<file path="src/include/bfps_pkg.sv">
// Shared constants for the factory buffer program sequencer and its host.
// Assumes one 40 MHz clock shared by both ends of the flash bus.
`default_nettype none
package bfps_pkg;
    localparam int DATA_W    = 16;
    localparam int ADDR_W    = 24;
    localparam int BLK_W     = 16;
    localparam int BUF_W     = 9;
    localparam int BUF_WORDS = 512;
    localparam logic [BUF_W-1:0] BUF_LAST = 9'h1FF;
    localparam logic [BUF_W-1:0] BUF_ZERO = 9'h000;
    localparam logic [DATA_W-1:0] CMD_SETUP      = 16'h0080;
    localparam logic [DATA_W-1:0] CMD_CONFIRM    = 16'h00D0;
    localparam logic [DATA_W-1:0] CMD_SUSPEND    = 16'h00B0;
    localparam logic [DATA_W-1:0] CMD_RESUME     = 16'h00D0;
    localparam logic [DATA_W-1:0] CMD_CLR_STATUS = 16'h0050;
    localparam logic [DATA_W-1:0] PAD_WORD       = 16'hFFFF;
    // Status bit positions
    localparam int ST_READY = 7;
    localparam int ST_FAIL  = 4;
    localparam int ST_SUPPLY = 3;
    localparam int ST_SUSP  = 2;
    localparam int ST_LOCK  = 1;
    localparam int ST_BUSY  = 0;
    localparam logic [7:0] ST_IDLE_VAL = 8'h80;
    localparam logic [7:0] ST_HIGH_PAD = 8'h00;
    // Setup check time
    localparam int CLK_PERIOD_PS = 25000;
    localparam int T_SETUP_NS    = 500;
    localparam int SETUP_CYCLES  = (T_SETUP_NS * 1000 + CLK_PERIOD_PS - 1) / CLK_PERIOD_PS;
    localparam int TMR_W         = 6;
    // Host registers
    localparam logic [3:0] REG_CTRL = 4'h0;
    localparam logic [3:0] REG_ADDR = 4'h4;
    localparam logic [3:0] REG_DATA = 4'h8;
    localparam logic [3:0] REG_STAT = 4'hC;
    localparam int CTRL_STREAM = 0;
    localparam int CTRL_PAD    = 1;
    localparam int CTRL_RESET  = 2;
    localparam int CTRL_CE     = 3;
    localparam logic [3:0] CTRL_RST_VAL = 4'h8;
    localparam int STAT_PEND   = 8;
    localparam int STAT_ALIGN  = 9;
    localparam logic [1:0] RESP_OKAY   = 2'b00;
    localparam logic [1:0] RESP_SLVERR = 2'b10;
    typedef enum logic [5:0] {
        DS_IDLE  = 6'b00_0001,
        DS_SETUP = 6'b00_0010,
        DS_CHECK = 6'b00_0100,
        DS_FILL  = 6'b00_1000,
        DS_PROG  = 6'b01_0000,
        DS_SUSP  = 6'b10_0000
    } bfps_dstate_t;
    typedef enum logic [1:0] {
        HS_IDLE = 2'b01,
        HS_SEND = 2'b10
    } bfps_hstate_t;
endpackage
`default_nettype wire
</file>
<file path="src/include/bfps_link_if.sv">
// Flash bus between the host controller and the sequencer.
// Assumes both ends run on aclk; the bench joins the modports.
`timescale 1ns/1ps
`default_nettype none
interface bfps_link_if (input wire logic aclk);
    logic                            reset_n;
    logic                            chip_en;
    logic                            wr_en;
    logic [bfps_pkg::ADDR_W-1:0]     wr_addr;
    logic [bfps_pkg::DATA_W-1:0]     wr_data;
    logic [bfps_pkg::DATA_W-1:0]     rd_data;
    modport dev  (input aclk, reset_n, chip_en, wr_en, wr_addr, wr_data, output rd_data);
    modport host (input aclk, rd_data, output reset_n, chip_en, wr_en, wr_addr, wr_data);
endinterface
`default_nettype wire

</file>
<file path="src/hdl/bfps_host.sv">
// Host controller: AXI4-Lite registers drive writes onto the flash bus.
// Assumes the sequencer shares aclk; status is sampled every cycle.
`timescale 1ns/1ps
`default_nettype none
module bfps_host (
    input  wire logic                    aclk,
    input  wire logic                    aresetn,
    bfps_link_if.host                    link,
    input  wire logic [3:0]              s_axi_awaddr,
    input  wire logic                    s_axi_awvalid,
    output logic                         s_axi_awready,
    input  wire logic [31:0]             s_axi_wdata,
    input  wire logic [3:0]              s_axi_wstrb,
    input  wire logic                    s_axi_wvalid,
    output logic                         s_axi_wready,
    output logic [1:0]                   s_axi_bresp,
    output logic                         s_axi_bvalid,
    input  wire logic                    s_axi_bready,
    input  wire logic [3:0]              s_axi_araddr,
    input  wire logic                    s_axi_arvalid,
    output logic                         s_axi_arready,
    output logic [31:0]                  s_axi_rdata,
    output logic [1:0]                   s_axi_rresp,
    output logic                         s_axi_rvalid,
    input  wire logic                    s_axi_rready
);
    import bfps_pkg::*;

    bfps_hstate_t              state;
    logic                      aw_hold;
    logic                      w_hold;
    logic [3:0]                aw_q;
    logic [31:0]               w_q;
    logic [3:0]                strb_q;
    logic [3:0]                ctrl;
    logic [31:0]               addr_reg;
    logic [31:0]               data_reg;
    logic [7:0]                last_status;
    logic                      pend;
    logic                      align_err;
    logic [BUF_W-1:0]          fill_words;
    logic                      first_word;
    logic                      do_wr;
    logic                      pad_on;
    logic                      can_send;
    logic                      bad_start;
    logic [31:0]               wmask;

    assign s_axi_awready = !aw_hold && !s_axi_bvalid;
    assign s_axi_wready  = !w_hold && !s_axi_bvalid;
    assign s_axi_arready = !s_axi_rvalid;
    assign do_wr  = aw_hold && w_hold && !s_axi_bvalid;
    assign wmask  = {{8{strb_q[3]}}, {8{strb_q[2]}}, {8{strb_q[1]}}, {8{strb_q[0]}}};
    assign pad_on = ctrl[CTRL_STREAM] && ctrl[CTRL_PAD] && !pend;
    // New buffer only once the previous one reached the array
    assign can_send  = !ctrl[CTRL_STREAM] || fill_words != BUF_ZERO
                       || !link.rd_data[ST_BUSY];
    assign bad_start = ctrl[CTRL_STREAM] && first_word && pend
                       && addr_reg[BUF_W-1:0] != BUF_ZERO;

    // Write address and data capture
    always_ff @(posedge aclk) begin
        if (!aresetn) begin
            aw_hold      <= 1'b0;
            w_hold       <= 1'b0;
            aw_q         <= '0;
            w_q          <= '0;
            strb_q       <= '0;
            s_axi_bvalid <= 1'b0;
            s_axi_bresp  <= RESP_OKAY;
        end else begin
            if (s_axi_awvalid && s_axi_awready) begin
                aw_hold <= 1'b1;
                aw_q    <= s_axi_awaddr;
            end
            if (s_axi_wvalid && s_axi_wready) begin
                w_hold <= 1'b1;
                w_q    <= s_axi_wdata;
                strb_q <= s_axi_wstrb;
            end
            if (do_wr) begin
                aw_hold      <= 1'b0;
                w_hold       <= 1'b0;
                s_axi_bvalid <= 1'b1;
                s_axi_bresp  <= (aw_q == REG_CTRL || aw_q == REG_ADDR
                                 || aw_q == REG_DATA) ? RESP_OKAY : RESP_SLVERR;
            end else if (s_axi_bready) begin
                s_axi_bvalid <= 1'b0;
            end
        end
    end

    // Read channel
    always_ff @(posedge aclk) begin
        if (!aresetn) begin
            s_axi_rvalid <= 1'b0;
            s_axi_rdata  <= '0;
            s_axi_rresp  <= RESP_OKAY;
        end else if (s_axi_arvalid && s_axi_arready) begin
            s_axi_rvalid <= 1'b1;
            s_axi_rresp  <= RESP_OKAY;
            unique case (s_axi_araddr)
                REG_CTRL: s_axi_rdata <= {28'h000_0000, ctrl};
                REG_ADDR: s_axi_rdata <= addr_reg;
                REG_DATA: s_axi_rdata <= data_reg;
                REG_STAT: s_axi_rdata <= {22'h00_0000, align_err, pend, last_status};
                default: begin
                    s_axi_rdata <= '0;
                    s_axi_rresp <= RESP_SLVERR;
                end
            endcase
        end else if (s_axi_rready) begin
            s_axi_rvalid <= 1'b0;
        end
    end

    // Control registers
    always_ff @(posedge aclk) begin
        if (!aresetn) begin
            ctrl     <= CTRL_RST_VAL;
            addr_reg <= '0;
            data_reg <= '0;
        end else begin
            if (do_wr && aw_q == REG_CTRL) begin
                ctrl <= (ctrl & ~wmask[3:0]) | (w_q[3:0] & wmask[3:0]);
            end else if (state == HS_SEND && !pend && fill_words == BUF_ZERO) begin
                ctrl[CTRL_PAD] <= 1'b0;
            end
            if (do_wr && aw_q == REG_ADDR) begin
                addr_reg <= (addr_reg & ~wmask) | (w_q & wmask);
            end
            if (do_wr && aw_q == REG_DATA) begin
                data_reg <= (data_reg & ~wmask) | (w_q & wmask);
            end
        end
    end

    // Flash bus writer
    always_ff @(posedge aclk) begin
        if (!aresetn) begin
            state        <= HS_IDLE;
            pend         <= 1'b0;
            align_err    <= 1'b0;
            fill_words   <= '0;
            first_word   <= 1'b0;
            last_status  <= ST_IDLE_VAL;
            link.wr_en   <= 1'b0;
            link.wr_addr <= '0;
            link.wr_data <= '0;
        end else begin
            last_status <= link.rd_data[7:0];
            if (do_wr && aw_q == REG_CTRL && w_q[CTRL_STREAM] && strb_q[0]
                && !ctrl[CTRL_STREAM]) begin
                first_word <= 1'b1;
                fill_words <= '0;
                align_err  <= 1'b0;
            end
            if (do_wr && aw_q == REG_DATA) begin
                pend <= 1'b1;
            end
            unique case (state)
                HS_IDLE: begin
                    if (bad_start) begin
                        pend      <= 1'b0;
                        align_err <= 1'b1;
                    end else if ((pend || pad_on) && can_send) begin
                        state        <= HS_SEND;
                        link.wr_en   <= 1'b1;
                        link.wr_addr <= addr_reg[ADDR_W-1:0];
                        link.wr_data <= pend ? data_reg[DATA_W-1:0] : PAD_WORD;
                        pend         <= 1'b0;
                        if (ctrl[CTRL_STREAM]) begin
                            fill_words <= fill_words + 1'b1;
                            first_word <= 1'b0;
                        end
                    end
                end
                HS_SEND: begin
                    link.wr_en <= 1'b0;
                    state      <= HS_IDLE;
                end
            endcase
        end
    end

    assign link.reset_n = !ctrl[CTRL_RESET];
    assign link.chip_en = ctrl[CTRL_CE];
endmodule // bfps_host
`default_nettype wire

</file>
<file path="src/flat_wrapper.sv">
// flat-port wrapper written by rule: the top's interface ports become plain ports
module bfps_host_flat import bfps_pkg::*;
  (aclk, aresetn, s_axi_awaddr, s_axi_awvalid, s_axi_awready, s_axi_wdata, s_axi_wstrb, s_axi_wvalid, s_axi_wready, s_axi_bresp, s_axi_bvalid, s_axi_bready, s_axi_araddr, s_axi_arvalid, s_axi_arready, s_axi_rdata, s_axi_rresp, s_axi_rvalid, s_axi_rready, link_rd_data, link_reset_n, link_chip_en, link_wr_en, link_wr_addr, link_wr_data);
  bfps_link_if link_i (.aclk(aclk));
  input  wire logic aclk;
  input  wire logic aresetn;
  input  wire logic [3:0] s_axi_awaddr;
  input  wire logic s_axi_awvalid;
  output logic s_axi_awready;
  input  wire logic [31:0] s_axi_wdata;
  input  wire logic [3:0] s_axi_wstrb;
  input  wire logic s_axi_wvalid;
  output logic s_axi_wready;
  output logic [1:0] s_axi_bresp;
  output logic s_axi_bvalid;
  input  wire logic s_axi_bready;
  input  wire logic [3:0] s_axi_araddr;
  input  wire logic s_axi_arvalid;
  output logic s_axi_arready;
  output logic [31:0] s_axi_rdata;
  output logic [1:0] s_axi_rresp;
  output logic s_axi_rvalid;
  input  wire logic s_axi_rready;
  input wire logic [$bits(link_i.rd_data)-1:0] link_rd_data;
  output wire logic [$bits(link_i.reset_n)-1:0] link_reset_n;
  output wire logic [$bits(link_i.chip_en)-1:0] link_chip_en;
  output wire logic [$bits(link_i.wr_en)-1:0] link_wr_en;
  output wire logic [$bits(link_i.wr_addr)-1:0] link_wr_addr;
  output wire logic [$bits(link_i.wr_data)-1:0] link_wr_data;
  assign link_i.rd_data = link_rd_data;
  assign link_reset_n = link_i.reset_n;
  assign link_chip_en = link_i.chip_en;
  assign link_wr_en = link_i.wr_en;
  assign link_wr_addr = link_i.wr_addr;
  assign link_wr_data = link_i.wr_data;
  bfps_host u_core (.aclk(aclk), .aresetn(aresetn), .link(link_i), .s_axi_awaddr(s_axi_awaddr), .s_axi_awvalid(s_axi_awvalid), .s_axi_awready(s_axi_awready), .s_axi_wdata(s_axi_wdata), .s_axi_wstrb(s_axi_wstrb), .s_axi_wvalid(s_axi_wvalid), .s_axi_wready(s_axi_wready), .s_axi_bresp(s_axi_bresp), .s_axi_bvalid(s_axi_bvalid), .s_axi_bready(s_axi_bready), .s_axi_araddr(s_axi_araddr), .s_axi_arvalid(s_axi_arvalid), .s_axi_arready(s_axi_arready), .s_axi_rdata(s_axi_rdata), .s_axi_rresp(s_axi_rresp), .s_axi_rvalid(s_axi_rvalid), .s_axi_rready(s_axi_rready));
endmodule
</file>
<file path="config.mk">
export PLATFORM = sky130hd
export DESIGN_NAME = bfps_host_flat
export DESIGN_NICKNAME = d
export VERILOG_FILES = /design/src/include/bfps_pkg.sv /design/src/include/bfps_link_if.sv /design/src/hdl/bfps_host.sv /design/src/flat_wrapper.sv
export SDC_FILE = /design/constraint.sdc
export NUM_CORES = 1
export LEC_CHECK = 0
export BUFFER_PORTS_ARGS = -buffer_cell sky130_fd_sc_hd__buf_2
export CAP_MARGIN = 0
export CORE_ASPECT_RATIO = 0.6
export CORE_MARGIN = 5
export CORE_UTILIZATION = 40
export CTS_CLUSTER_DIAMETER = 80
export DETAILED_ROUTE_END_ITERATION = 10
export PLACE_DENSITY = 0.7
export SLEW_MARGIN = 10
export SYNTH_ARGS = -nofsm -noshare
export SYNTH_HDL_FRONTEND = slang
export SYNTH_SLANG_ARGS = --single-unit
</file>
<file path="constraint.sdc">
create_clock -name aclk -period 2.3 [get_ports aclk]
set_clock_uncertainty 0.1 [all_clocks]
set_input_delay 0 -clock aclk [delete_from_list [all_inputs] [get_ports aclk]]
set_output_delay 0 -clock aclk [all_outputs]
set_load 0.01 [all_outputs]
</file>
==> metrics.md <==
| Metric | Value |
|---|---|
| Status | `finished, final reports clean` |
| Yosys synthesis warning count | `0` |
| RR Startpoint | `u_core.fill_words[0]$_SDFF_PN0_` |
| Worst-path fanout max | `14` |
| Hold WC Path Type | `primary input to flip-flop` |
| Buffers on Ports | `140` |
| Commonest non-fill, non-tap cell in the layout | `dfxtp_1` |
| Die area | `22,900 µm²` |
| Pin count of the biggest net entering global routing | `80` |
| Final period utilization | `0.907` |
| # DRC | `0` |
| Met3 usage | `0.0302` |
| Final core area utilization | `0.526` |
| Non-filler instance count after layout | `1,410` |
| Post-layout min period | `2.09 ns` |
| DR vias/cell | `5.26` |
| # Max-Cap Violations | `0` |
| PwrDens | `737 nW/µm²` |
| Final setup fails | `0` |
| Number of diodes | `0` |
| DRT Pass-1 Iters | `7` |
| CP Capture Type | `flip-flop` |
| Initial antenna violation count | `0` |
| #FFs+latches synth | `208` |
| Clock Path Buffers | `3` |
| Root Driver | `clkbuf_16` |
| Worst Reg-to-Reg Cells | `7` |
| Worst slew pin tran | `0.647 ns` |
| Synth Cell Area | `7970 µm²` |
| H-tree Lvls | `1` |
| Worst path required time | `2.61 ns` |
| DRT iter0 DRCs | `532` |
| Most used routing layer | `met1` |
| Via count | `7,419` |
| Netlist cell types | `55` |
| Sw Ratio | `0.238` |
| Vias in the first global route | `6,917` |
| Final Net Count | `1,194` |
| RePlAce Congestion | `0.807` |
| RSZ-0062 raised after global routing | `false` |
| Fillers | `1,874` |
| Final Hold Viols | `0` |
| WP data arrival | `2.39 ns` |
| Rows | `40` |
| Layout cells sized above 1 | `0.193` |
| Syn Area/Cell | `8.55 µm²` |
| Routed wire per std cell | `16.8 µm` |
| GRT Total Usage | `0.200` |
| CTS tree | `built` |
| Met2 usage | `0.298` |
| Gr ovfl total | `0` |
| Fmax | `0.480 GHz` |
| Hold path cells | `5` |
| Area grow syn2layout | `30.6%` |
| Io pins | `151` |
| Internal power | `5.84 mW` |
| Rel. slew slack | `0.568` |
| Core area | `19,800 µm²` |
| Sequential cell area | `4160 µm²` |
| Placed cell count | `1,299` |
| Post-synth EDFFs | `0` |
| Design area | `10,400 µm²` |
| HP Start | `s_axi_araddr[1]` |
| HPWL Detailed | `15,500 µm` |
| Commonest non-fill, non-tap cells in the layout | `dfxtp_1, nand2_1, buf_2` |
| VDD IR-drop max | `0.411 mV` |
| Cells after Synth | `932` |
| Final wirelength | `23,700 µm` |
| Ys flop type | `dfxtp_1` |
| Leak | `4.04 nW` |
| Met1 GRT Util | `0.307` |
| Reg-to-Reg End | `u_core.fill_words[7]$_SDFF_PN0_` |
| Critical path type | `flip-flop to flip-flop` |
| Startpoint types | `flip-flop` |
| Reg power frac | `0.494` |
| Placed inst area | `8990 µm²` |
| Hold Path Sink | `u_core.s_axi_rdata[1]$_SDFFE_PN0P_` |
| Multi-input gate area | `3500 µm²` |
| Clock-pin slew on the worst setup and hold paths | `0.06 ns` |
| Number of buffers created by CTS | `20` |
| Asr flop ratio synth | `0` |
| Fin Setup TNS | `0 ns` |
| P_sw | `1.82 mW` |
| Die height | `119 µm` |
| Combinational share of power | `0.090` |
| R2r setup slk | `0.21 ns` |
| Die width | `192 µm` |
| Initial core utilization | `0.403` |
| First-pass GRT wire length | `37,300 µm` |
| Clk sink count | `208` |
| Clock latency on the worst-skew pair | `0.49 ns` |
| Final ANT Viol Nets | `0` |
| WHS | `0.00503 ns` |
| Clk network pwr share | `0.416` |
| Slew Limit Fails | `0` |
| Seq/Total Area, Yosys | `0.523` |
## layer usage
| metal | up-vias | part of all wire |
|---|---|---|
| li1 | 3627 | - |
| met1 | 3546 | 0.50 |
| met2 | 225 | 0.43 |
| met3 | 21 | 0.063 |
| met4 | 0 | 0.014 |
| met5 | - | 0 |
## worst max-delay path, stage by stage (launching register included)
cell	delay (ns)
dfxtp_1	0.39
inv_1	0.07
ha_1	0.18
nor4b_2	0.16
a41oi_2	0.31
o21ai_4	0.21
nor4_1	0.38
mux2i_1	0.22
## worst max path at each step
stage / from / to / slack (ns) / depth (start not counted)
6_report: u_core.fill_words[0]$_SDFF_PN0_ / u_core.fill_words[7]$_SDFF_PN0_ / 0.21 / 7
5_1_grt: u_core.fill_words[2]$_SDFF_PN0_ / u_core.first_word$_SDFF_PN0_ / 0.01 / 6
4_1_cts: u_core.fill_words[0]$_SDFF_PN0_ / u_core.fill_words[7]$_SDFF_PN0_ / 0.03 / 7
3_5_place_dp: u_core.fill_words[0]$_SDFF_PN0_ / u_core.fill_words[7]$_SDFF_PN0_ / 0.06 / 7
3_3_place_gp: u_core.fill_words[0]$_SDFF_PN0_ / u_core.fill_words[7]$_SDFF_PN0_ / 0.10 / 7
2_1_floorplan: u_core.fill_words[0]$_SDFF_PN0_ / u_core.fill_words[7]$_SDFF_PN0_ / 0.44 / 7
## power by group through the flow
stage                     clock, mW  sequential, mW  combinational, mW
after floorplan                   0            3.86              0.344
after global placement            0            3.86              0.571
after detailed placement          0            3.87              0.576
after CTS                      3.25            3.79              0.688
after global routing           3.39            3.80              0.760
final                          3.19            3.79              0.692
## what timing repair did
action / in CTS / in global routing
gates resized for setup: 0 / 3
buffers inserted: 0 / 0
setup endpoints to repair: 0 / 26
hold endpoints to repair: 93 / 0
hold buffers: 78 / 0
## logic make-up (layout without fill, tap and decap cells)
logic type	Yosys count	in the layout	synth area share
and+or+nand+nor	408	408	0.232
DFF	208	208	0.523
muxes	34	34	0.0504
adders and majority gates	2	2	0.00314
other	1	2	0.000471
AOI/OAI and AO/OA	197	197	0.148
buffers and inverters	82	286	0.0429
## cells in the mapped netlist, drive strengths merged (2+ instances only)
master / number / area share
a21oi: 120 / 0.075
a221oi: 22 / 0.024
a22o: 6 / 0.0066
a22oi: 11 / 0.010
and2: 13 / 0.010
and2b: 2 / 0.0020
and4b: 2 / 0.0027
buf: 25 / 0.016
clkbuf: 46 / 0.022
dfxtp: 208 / 0.52
ha: 2 / 0.0031
inv: 11 / 0.0052
mux2: 6 / 0.0085
mux2i: 24 / 0.030
mux4: 4 / 0.012
nand2: 187 / 0.088
nand2b: 6 / 0.0047
nand3: 61 / 0.038
nand4: 4 / 0.0050
nor2: 73 / 0.035
nor2b: 4 / 0.0031
nor3: 39 / 0.025
nor4: 4 / 0.0058
nor4b: 3 / 0.0033
o2111ai: 3 / 0.0033
o211a: 2 / 0.0025
o21ai: 22 / 0.014
o311ai: 3 / 0.0033
o41ai: 2 / 0.0022
or4: 3 / 0.0028
## through the flow
stage               setup WS, ns  power, mW
global route              0.0144       7.95
finish                     0.215       7.67
CTS                       0.0311       7.73
detailed placement        0.0632       4.44
floorplan                  0.439       4.20
global placement           0.103       4.43
## layout make-up
cell class | instances | area share
Clock buffer | 32 | 0.0593
Sequential cell | 208 | 0.400
Timing Repair Buffer | 241 | 0.166
Inverter | 11 | 0.00421
Clock inverter | 2 | 0.000962
Multi-Input combinational cell | 643 | 0.337
Tap cell | 273 | 0.0328
Power figures use the tool's default switching activity.
